<file path="src/rce_defs.vh">
`ifndef RCE_DEFS_VH
`define RCE_DEFS_VH

// error codes
`define RCE_CODE_NONE 8'h00
`define RCE_CODE_FC 8'h01
`define RCE_CODE_ADDR 8'h02
`define RCE_CODE_DATA 8'h03
`define RCE_CODE_NAK 8'h07
`define RCE_CODE_CRC 8'h47
`define RCE_CODE_PARITY 8'h48
`define RCE_CODE_OTHER 8'h49

// crc-16
`define RCE_CRC_PRESET 16'hFFFF
`define RCE_CRC_POLY 16'hA001
`define RCE_MIN_FRAME 8'h04
`define RCE_BCAST_ADDR 8'h00

// error supervision
`define RCE_TX_ERR_LIMIT 4'h8
`define RCE_DISC_MAX_S 6'h3C
`define RCE_TICKS_PER_S 4'hA
`define RCE_ACT_STOP 2'h0
`define RCE_ACT_DLY_STOP 2'h1
`define RCE_ACT_DLY_TRIP 2'h2
`define RCE_ACT_CONT 2'h3

// timing
`define RCE_CLK_HZ 200000000
`define RCE_TICK_MS 100
`define RCE_BAUD 9600
`define RCE_GAP_BITS 33

`endif

</file>
<file path="src/rce_crc16.v">
`timescale 1ns/1ps
`default_nettype none
`include "rce_defs.vh"

module rce_crc16
(
   // clock and reset
   input wire sys_clk_i,
   input wire rstn_i,
   // byte stream
   input wire start_i,
   input wire byte_valid_i,
   input wire [7:0] byte_i,
   // running remainder
   output reg [15:0] crc_o
);

   function [15:0] crc_byte;
      input [15:0] crc;
      input [7:0] data;
      integer i;
      reg [15:0] c;
      begin
         c = crc ^ {8'h00, data};
         for (i = 0; i < 8; i = i + 1)
         begin
            if (c[0])
               c = (c >> 1) ^ `RCE_CRC_POLY;
            else
               c = c >> 1;
         end
         crc_byte = c;
      end
   endfunction

   always @(posedge sys_clk_i or negedge rstn_i)
   begin
      if (!rstn_i)
         crc_o <= `RCE_CRC_PRESET;
      else if (byte_valid_i && start_i)
         crc_o <= crc_byte(`RCE_CRC_PRESET, byte_i);
      else if (byte_valid_i)
         crc_o <= crc_byte(crc_o, byte_i);
   end

endmodule
`default_nettype wire

</file>
<file path="src/rce_tick.v">
`timescale 1ns/1ps
`default_nettype none

module rce_tick
#(
   parameter TICK_CYCLES = 20000000
)
(
   // clock and reset
   input wire sys_clk_i,
   input wire rstn_i,
   // one-cycle enable
   output reg tick_o
);

   reg [31:0] cnt;

   always @(posedge sys_clk_i or negedge rstn_i)
   begin
      if (!rstn_i)
      begin
         cnt <= 32'h0;
         tick_o <= 1'b0;
      end
      else if (cnt >= TICK_CYCLES - 1)
      begin
         cnt <= 32'h0;
         tick_o <= 1'b1;
      end
      else
      begin
         cnt <= cnt + 32'h1;
         tick_o <= 1'b0;
      end
   end

endmodule
`default_nettype wire

</file>
<file path="src/rce_comm_monitor.v">
// What this block does
// logical errors reported as codes 1, 2, 3 and 7
// logical error in own query answered by error response carrying the code
// crc mismatch on frame to this station records code 71
// parity mismatch on a character records code 72
// framing, overrun or other receive fault records code 73
// communications error only after eight consecutive transmission errors
// no response is allowed for a frame with a transmission error
// any valid frame, to any station, clears the consecutive error count
// disconnected: running, under bus control, valid seen before, none now
// disconnection lasting the set time becomes a communications error
// disconnection time is 0 (off) or 1 to 60 seconds
// disconnection timer cleared whenever not disconnected
// latest error code kept readable, overwriting the earlier one
// action 0: stop drive immediately
// action 1: stop drive after the error delay
// action 2: trip if not recovered by delay end, else keep running
// action 3: keep operating
// last command and operation data held until recovery
// sender appends 16-bit crc remainder as last two bytes
// crc generator is x^16 + x^15 + x^2 + 1
// receiver recomputes crc; frame accepted only with zero remainder
// crc register preset to FFFF before first byte
// per byte: xor into low bits, eight right shifts with A001 feedback
// frame in progress dropped when character gap reaches 33 bit times
// intervals timed by a 0.1 s tick from the system clock
// pulse on start of error action, separate pulse on recovery
`timescale 1ns/1ps
`default_nettype none
`include "rce_defs.vh"

module rce_comm_monitor
#(
   parameter CLK_HZ = `RCE_CLK_HZ,
   parameter BAUD = `RCE_BAUD,
   parameter TICK_MS = `RCE_TICK_MS,
   parameter TICK_CYCLES = (CLK_HZ / 1000) * TICK_MS,
   parameter BIT_CYCLES = (CLK_HZ + BAUD - 1) / BAUD,
   parameter GAP_CYCLES = `RCE_GAP_BITS * BIT_CYCLES
)
(
   // clock and reset
   input wire sys_clk_i,
   input wire rstn_i,
   // received characters
   input wire rx_char_valid_i,
   input wire [7:0] rx_char_i,
   input wire rx_parity_err_i,
   input wire rx_other_err_i,
   input wire rx_frame_end_i,
   input wire [7:0] station_addr_i,
   // logical errors from the parser
   input wire logic_err_valid_i,
   input wire [7:0] logic_err_code_i,
   // drive status
   input wire running_i,
   input wire bus_ctrl_i,
   input wire fault_clear_i,
   // settings
   input wire use_alt_port_i,
   input wire [5:0] disconnect_timeout_setting_i,
   input wire [5:0] disconnect_timeout_setting_alt_port_i,
   input wire [1:0] error_action_select_i,
   input wire [1:0] error_action_select_alt_port_i,
   input wire [9:0] error_action_delay_i,
   input wire [9:0] error_action_delay_alt_port_i,
   // frame results
   output reg frame_ok_o,
   output reg error_response_o,
   output reg [7:0] error_response_code_o,
   output reg [7:0] latest_comm_error_code_o,
   output reg [7:0] latest_comm_error_code_alt_port_o,
   output reg [3:0] tx_err_count_o,
   // supervision
   output reg disconnected_o,
   output reg comm_err_o,
   output reg recover_o,
   output reg hold_cmd_o,
   output reg stop_o,
   output reg trip_o
);

   localparam [4:0] S_IDLE = 5'b00001;
   localparam [4:0] S_DELAY = 5'b00010;
   localparam [4:0] S_CONT = 5'b00100;
   localparam [4:0] S_STOP = 5'b01000;
   localparam [4:0] S_TRIP = 5'b10000;

   wire tick;
   wire [15:0] crc;
   reg in_frame, par_err, oth_err, seen_valid, disc_fired;
   reg [7:0] byte_cnt;
   reg [7:0] frame_addr;
   reg [31:0] gap_cnt;
   reg [9:0] disc_ticks;
   reg [9:0] dly_ticks;
   reg [1:0] act_mode;
   reg [4:0] state;
   reg [4:0] next_state;
   reg ev_valid, ev_txerr, comm_trig, disc_expire;
   reg [7:0] ev_code;
   reg [9:0] disc_limit;
   reg [5:0] disc_set;
   reg [1:0] sel_mode;
   reg [9:0] sel_delay;
   wire addressed;
   wire crc_good;

   rce_tick #(
      .TICK_CYCLES(TICK_CYCLES)
   ) u_tick (
      .sys_clk_i(sys_clk_i),
      .rstn_i(rstn_i),
      .tick_o(tick)
   );

   rce_crc16 u_crc (
      .sys_clk_i(sys_clk_i),
      .rstn_i(rstn_i),
      .start_i(!in_frame),
      .byte_valid_i(rx_char_valid_i),
      .byte_i(rx_char_i),
      .crc_o(crc)
   );

   assign addressed = (frame_addr == station_addr_i) || (frame_addr == `RCE_BCAST_ADDR);
   assign crc_good = (crc == 16'h0000) && (byte_cnt >= `RCE_MIN_FRAME);

   // settings of the active port
   always @*
   begin
      disc_set = use_alt_port_i ? disconnect_timeout_setting_alt_port_i
                                : disconnect_timeout_setting_i;
      sel_mode = use_alt_port_i ? error_action_select_alt_port_i : error_action_select_i;
      sel_delay = use_alt_port_i ? error_action_delay_alt_port_i : error_action_delay_i;
      if (disc_set > `RCE_DISC_MAX_S)
         disc_set = `RCE_DISC_MAX_S;
      disc_limit = disc_set * `RCE_TICKS_PER_S;
   end

   // frame assembly and gap supervision
   always @(posedge sys_clk_i or negedge rstn_i)
   begin
      if (!rstn_i)
      begin
         in_frame <= 1'b0;
         byte_cnt <= 8'h00;
         frame_addr <= 8'h00;
         par_err <= 1'b0;
         oth_err <= 1'b0;
         gap_cnt <= 32'h0;
      end
      else if (rx_char_valid_i)
      begin
         in_frame <= 1'b1;
         gap_cnt <= 32'h0;
         if (!in_frame)
         begin
            byte_cnt <= 8'h01;
            frame_addr <= rx_char_i;
            par_err <= rx_parity_err_i;
            oth_err <= rx_other_err_i;
         end
         else
         begin
            if (byte_cnt != 8'hFF)
               byte_cnt <= byte_cnt + 8'h01;
            par_err <= par_err | rx_parity_err_i;
            oth_err <= oth_err | rx_other_err_i;
         end
      end
      else if (in_frame && rx_frame_end_i)
         in_frame <= 1'b0;
      else if (in_frame)
      begin
         if (gap_cnt >= GAP_CYCLES - 1)
            in_frame <= 1'b0;
         else
            gap_cnt <= gap_cnt + 32'h1;
      end
   end

   // frame verdict at its end
   always @*
   begin
      ev_valid = 1'b0;
      ev_txerr = 1'b0;
      ev_code = `RCE_CODE_NONE;
      if (in_frame && rx_frame_end_i && !rx_char_valid_i)
      begin
         if (par_err)
         begin
            ev_txerr = 1'b1;
            ev_code = `RCE_CODE_PARITY;
         end
         else if (oth_err)
         begin
            ev_txerr = 1'b1;
            ev_code = `RCE_CODE_OTHER;
         end
         else if (!crc_good && addressed)
         begin
            ev_txerr = 1'b1;
            ev_code = `RCE_CODE_CRC;
         end
         else if (crc_good)
            ev_valid = 1'b1;
      end
   end

   // consecutive errors, codes and responses
   always @(posedge sys_clk_i or negedge rstn_i)
   begin
      if (!rstn_i)
      begin
         tx_err_count_o <= 4'h0;
         frame_ok_o <= 1'b0;
         error_response_o <= 1'b0;
         error_response_code_o <= `RCE_CODE_NONE;
         latest_comm_error_code_o <= `RCE_CODE_NONE;
         latest_comm_error_code_alt_port_o <= `RCE_CODE_NONE;
      end
      else
      begin
         frame_ok_o <= ev_valid && addressed;
         error_response_o <= 1'b0;
         if (ev_valid)
            tx_err_count_o <= 4'h0;
         else if (ev_txerr)
         begin
            if (tx_err_count_o + 4'h1 >= `RCE_TX_ERR_LIMIT)
               tx_err_count_o <= 4'h0;
            else
               tx_err_count_o <= tx_err_count_o + 4'h1;
         end
         if (ev_txerr)
         begin
            if (use_alt_port_i)
               latest_comm_error_code_alt_port_o <= ev_code;
            else
               latest_comm_error_code_o <= ev_code;
         end
         else if (logic_err_valid_i)
         begin
            error_response_o <= 1'b1;
            error_response_code_o <= logic_err_code_i;
            if (use_alt_port_i)
               latest_comm_error_code_alt_port_o <= logic_err_code_i;
            else
               latest_comm_error_code_o <= logic_err_code_i;
         end
      end
   end

   // disconnection timer
   always @(posedge sys_clk_i or negedge rstn_i)
   begin
      if (!rstn_i)
      begin
         seen_valid <= 1'b0;
         disc_ticks <= 10'h000;
         disc_fired <= 1'b0;
         disconnected_o <= 1'b0;
      end
      else
      begin
         if (ev_valid)
            seen_valid <= 1'b1;
         disconnected_o <= running_i && bus_ctrl_i && seen_valid && !ev_valid;
         if (!disconnected_o || ev_valid)
         begin
            disc_ticks <= 10'h000;
            disc_fired <= 1'b0;
         end
         else
         begin
            if (tick && disc_ticks != 10'h3FF)
               disc_ticks <= disc_ticks + 10'h001;
            if (disc_expire)
               disc_fired <= 1'b1;
         end
      end
   end

   always @*
   begin
      disc_expire = disconnected_o && !ev_valid && !disc_fired && (disc_set != 6'h00)
                    && (disc_ticks >= disc_limit);
      comm_trig = disc_expire
                  || (ev_txerr && (tx_err_count_o + 4'h1 >= `RCE_TX_ERR_LIMIT));
   end

   // error action sequencer
   always @*
   begin
      next_state = state;
      case (state)
         S_IDLE:
         begin
            if (comm_trig)
            begin
               case (sel_mode)
                  `RCE_ACT_STOP: next_state = S_STOP;
                  `RCE_ACT_CONT: next_state = S_CONT;
                  default: next_state = S_DELAY;
               endcase
            end
         end
         S_DELAY:
         begin
            if (ev_valid && act_mode == `RCE_ACT_DLY_TRIP)
               next_state = S_IDLE;
            else if (dly_ticks >= sel_delay)
               next_state = (act_mode == `RCE_ACT_DLY_STOP) ? S_STOP : S_TRIP;
         end
         S_CONT:
         begin
            if (ev_valid)
               next_state = S_IDLE;
         end
         S_STOP, S_TRIP:
         begin
            if (fault_clear_i)
               next_state = S_IDLE;
         end
         default: next_state = S_IDLE;
      endcase
   end

   always @(posedge sys_clk_i or negedge rstn_i)
   begin
      if (!rstn_i)
      begin
         state <= S_IDLE;
         act_mode <= `RCE_ACT_STOP;
         dly_ticks <= 10'h000;
         comm_err_o <= 1'b0;
         recover_o <= 1'b0;
         hold_cmd_o <= 1'b0;
         stop_o <= 1'b0;
         trip_o <= 1'b0;
      end
      else
      begin
         state <= next_state;
         comm_err_o <= (state == S_IDLE) && comm_trig;
         recover_o <= hold_cmd_o && ev_valid;
         if ((state == S_IDLE) && comm_trig)
         begin
            act_mode <= sel_mode;
            dly_ticks <= 10'h000;
            hold_cmd_o <= 1'b1;
         end
         else
         begin
            if (ev_valid)
               hold_cmd_o <= 1'b0;
            if (state == S_DELAY && tick && dly_ticks != 10'h3FF)
               dly_ticks <= dly_ticks + 10'h001;
         end
         stop_o <= (next_state == S_STOP);
         trip_o <= (next_state == S_TRIP);
      end
   end

endmodule
`default_nettype wire

</file>
<file path="config.mk">
export PLATFORM = sky130hd
export DESIGN_NAME = rce_comm_monitor
export DESIGN_NICKNAME = d
export VERILOG_FILES = /design/src/rce_crc16.v /design/src/rce_tick.v /design/src/rce_comm_monitor.v
export VERILOG_INCLUDE_DIRS = /design/src
export SDC_FILE = /design/constraint.sdc
export NUM_CORES = 1
export LEC_CHECK = 0
export CORE_ASPECT_RATIO = 0.7
export CORE_MARGIN = 5
export CORE_UTILIZATION = 46
export CTS_CLUSTER_DIAMETER = 60
export DETAILED_ROUTE_END_ITERATION = 12
export DONT_BUFFER_PORTS = 1
export SLEW_MARGIN = 20
export SYNTH_ARGS = -nofsm -noshare
export SYNTH_HDL_FRONTEND = slang
export SYNTH_HIERARCHICAL = 1
export SYNTH_SLANG_ARGS = --single-unit
</file>
<file path="constraint.sdc">
create_clock -name sys_clk_i -period 3.4 [get_ports sys_clk_i]
set_input_delay 0.34 -clock sys_clk_i [delete_from_list [all_inputs] [get_ports sys_clk_i]]
set_output_delay 0.34 -clock sys_clk_i [all_outputs]
set_load 0.01 [all_outputs]
</file>
==> results by group <==
Synthesis
  • Distinct cell type count after synthesis: 70
  • Mapped cell area: 0.008925 mm²
  • Post-Syn Instances: 881
  • Post-Syn Area per Cell: 10.13 µm²
  • Number of flops mapped to enable cells by yosys: 0
  • Async SR Flop Fraction: 100.0%
  • Number of synthesized register bits: 165
  • Part of the Yosys area used for sequential elements: 46.50%
  • Most instantiated flip-flop cell in the synthesis netlist: dfrtp_1
  • Number of warnings printed during yosys synthesis: 6

Critical path
  • Cell-by-cell trace of the critical path: mux2_4 > and4_1 > or2_4 > inv_2 > ha_4 > ha_4 > fa_2 > a21o_1 > a21oi_2 > xor2_1 > ha_2 > a211oi_2 > nand2_1 > a2111oi_2 > nor4_2 > a21o_1 > and2_4 > buf_12 > a21o_1
  • Arr. time, crit path: 3.83 ns
  • Delay contributed by the slowest stage of the critical path: 0.35 ns
  • CP max FO: 26
  • Critical setup path kind: primary input to flop
  • Gate family responsible for the most delay along the worst path: compound AO/OA/AOI/OAI gates
  • Startpoint class of the critical path: primary input
  • Endpoint class of the critical path: flop
  • Most used cell along the critical path: a21o_1
  • Buf+Inv Stages, Crit Path: 2
  • Critical path required time: 3.71 ns
  • Slowest stage cell on the critical path: fa_2

Clocking
  • Clock tree from TritonCTS: done
  • Clock buffer depth: 2
  • CTS hold repair buffers: 8
  • Later-pin clock latency in the skew report: 0.43 ns
  • Maximum level of the CTS H-tree: 4
  • Number of buffers created by CTS: 17
  • Sinks on Clock Net: 165
  • Clock transition at the registers of the reported paths: 0.07 ns
  • CTS root buffer: clkbuf_16

Timing
  • Final setup violating endpoints: 17
  • Final cycle utilization of the critical path: 103.5%
  • Post-route worst setup slack: -0.1204 ns
  • Transition time at the pin with the least slew margin: 1.030 ns
  • Pins Over Slew Limit: 0
  • Number of hold violations in the final report: 165
  • Worst clock skew: 0.01605 ns
  • Relative slew slack: 30.83%
  • Shortest clock period the worst path allows after layout: 3.520 ns
  • Highest clock rate: 284.1 MHz
  • Setup repair after global routing missed its margin: yes
  • Final hold slack: -0.3821 ns

Outcome
  • Result of the run: complete, but fails checks
  • Violations in the final reports: hold timing, setup timing

Placement
  • Detailed placement HPWL: 14.12 mm
  • Placement Setup Slack: -0.6352 ns
  • Buffers on Ports: 0
  • Placer's final routability congestion estimate: 0.8437
  • Placed cell areas: 0.009440 mm²

Global routing
  • Number of antenna violations at the first check in global routing: 0
  • Total overflow reported by the global router: 0
  • Global-route wire length before repair: 33.65 mm
  • Number of global-route vias before repair: 6340
  • Overall Global Routing Usage: 18.46%
  • Maximum number of pins on one net before global-route repair: 166

Layout
  • Area added between synthesis and finish: 14.64%
  • Highest-count cells in the layout ignoring fill and taps: 148 x dfrtp_1, 84 x nand2_1, 64 x nor2_1, 49 x xnor2_1, 40 x a21oi_1
  • Final instance area: 0.01023 mm²
  • Combined flip-flop and latch cell area: 0.004150 mm²
  • Commonest non-fill, non-tap cell in the layout: dfrtp_1
  • Diodes inserted: 0
  • Total number of nets in the final design: 1029
  • Area used by multi-input combinational logic: 0.004686 mm²
  • Number of filler cells placed in the layout: 1695
  • Fraction of layout instances using a drive strength above 1: 15.34%

Floorplan
  • Vertical die dimension: 126.5 µm
  • Row count: 42
  • Initial Util: 47.05%
  • Core area: 0.01897 mm²
  • Die outline width: 176.5 µm
  • Area of the die: 0.02233 mm²
  • Number of I/O pins: 107

Route
  • Violation count after the first detailed-route iteration: 391
  • 1st-pass router iterations: 5
  • Routed wirelength normalized by instance count: 17.11 µm
  • Count of unresolved DRC violations after routing: 0
  • WL final: 20.47 mm
  • Final ANT Viol Nets: 0
  • Via count: 6585
  • Vias per inst: 5.506

Power and ir drop
  • Maximum resistive drop on vdd: 253.8 µV
  • Total power: 5.956 mW
  • Leakage Power: 4.342 nW
  • Pwr per Cell Area: 582.1 mW/mm²

Flow run
  • Max_cap viols: 0

Hold path
  • Worst hold path type: primary input to async pin
==> synthesized netlist by cell type, drive strengths merged, types with 2 or more instances <==
library cell	n	share of area (%)
inv	33	1.4
xnor3	4	1.0
a21o	8	0.67
nand2b	9	0.63
a31o	4	0.39
nand2	84	3.5
xor2	30	2.9
a32o	5	0.56
and3	6	0.42
a2111oi	2	0.20
xnor2	51	5.3
o21a	6	0.50
mux2i	12	1.3
or2	5	0.35
and2	4	0.28
or3	18	1.3
o31a	2	0.20
clkbuf	16	0.67
ha	38	5.3
o211ai	2	0.17
a211oi	7	0.64
nand4	22	1.8
buf	8	0.52
a22o	4	0.39
nor3	37	2.1
dfrtp	148	41
nand3b	6	0.50
a21oi	41	2.3
o41ai	3	0.29
o21ai	33	1.9
nor3b	3	0.25
and4	7	0.69
o21bai	2	0.17
nor2	64	2.7
nand3	28	1.6
o31ai	8	0.67
a311oi	2	0.20
a31oi	5	0.35
nor2b	18	1.3
nor4	17	1.2
mux2	26	3.3
dfstp	17	5.0
o22a	5	0.49
or4	17	1.5
==> worst paths after layout <==
kind                           startpoint              end  slack [ns]  depth (start not counted)
setup reg to reg              gap_cnt[29]      gap_cnt[14]        0.69                          5
hold reg to reg                seen_valid       seen_valid        0.48                          1
min in group sys_clk_i       rx_char_i[1]    frame_addr[1]        0.02                          2
max in group asynchronous          rstn_i  u_crc/crc_o[12]        3.47                          0
setup / recovery           use_alt_port_i       hold_cmd_o       -0.12                         19
hold / removal                     rstn_i       gap_cnt[1]       -0.38                          0
==> state kept, by name, summed over array words and instances (netlist names), 2 cells and up <==
| name | flops |
|---|---|
| byte_cnt | 8 |
| disc_ticks | 10 |
| u_crc/crc_o | 16 |
| latest_comm_error_code_o | 8 |
| frame_addr | 8 |
| error_response_code_o | 8 |
| dly_ticks | 10 |
| latest_comm_error_code_alt_port_o | 8 |
| tx_err_count_o | 4 |
| state | 5 |
| gap_cnt | 32 |
| act_mode | 2 |
| u_tick/cnt | 32 |
==> layer usage <==
| layer | GRT usage [%] | routed length (µm) |
|---|---|---|
| met1 | 29.02 | 10820 |
| met2 | 25.57 | 8371 |
| met3 | 3.212 | 1001 |
| met4 | 6.139 | 274 |
| met5 | 0 | 0 |
==> where the power goes <==
group / total, mW / leakage, nW / internal, mW / switching [mW]
Combinational: 1.37 / 1.95 / 0.758 / 0.609
Clock: 2.00 / 0.299 / 1.15 / 0.852
Sequential: 2.59 / 2.09 / 2.28 / 0.315
Total: 5.96 / 4.34 / 4.18 / 1.78
==> worst register-to-register path, cell delays in order (launching register included) <==
cell and delay [ns]:
dfrtp_1 0.37, or4_1 0.52, or4_4 0.51, or3_4 0.47, nor4_1 0.36, mux2_2 0.37
==> what timing repair did <==
item,in CTS,in global routing
setup endpoints to repair,17,19
setup buffers,2,2
hold endpoints to repair,202,165
resized for setup,8,3
pin swaps,3,2
==> logic make-up after synthesis <==
logic type	synth area share, %
AOI/OAI and AO/OA	10.85
DFF	46.50
buffers and inverters	2.622
other	0.04202
muxes	4.626
adders and majority gates	5.552
and+or+nand+nor	20.29
xor gates and xnor gates	9.519
==> cell type report <==
class	instances	area share, %
clock inverters	13	1.565
multi-input cells	664	45.80
flip-flops and latches	165	40.56
repair buffers	37	3.167
clock buffers	19	4.427
well taps	264	3.229
inverters	34	1.247
==> stage by stage <==
step                      util, %  hold slack [ns]  setup TNS, ns  cells
after floorplan                 -          0.04441         -9.853    887
after global placement      49.76          0.05250         -9.188   1152
after detailed placement    49.76          0.05065         -10.72   1152
after CTS                   53.77          -0.4112        -0.1762   1194
after global routing        53.93          -0.4099         -3.850   1196
final                       53.93          -0.3821         -1.081   1196
Note: power is estimated with default switching activity, not from simulation.
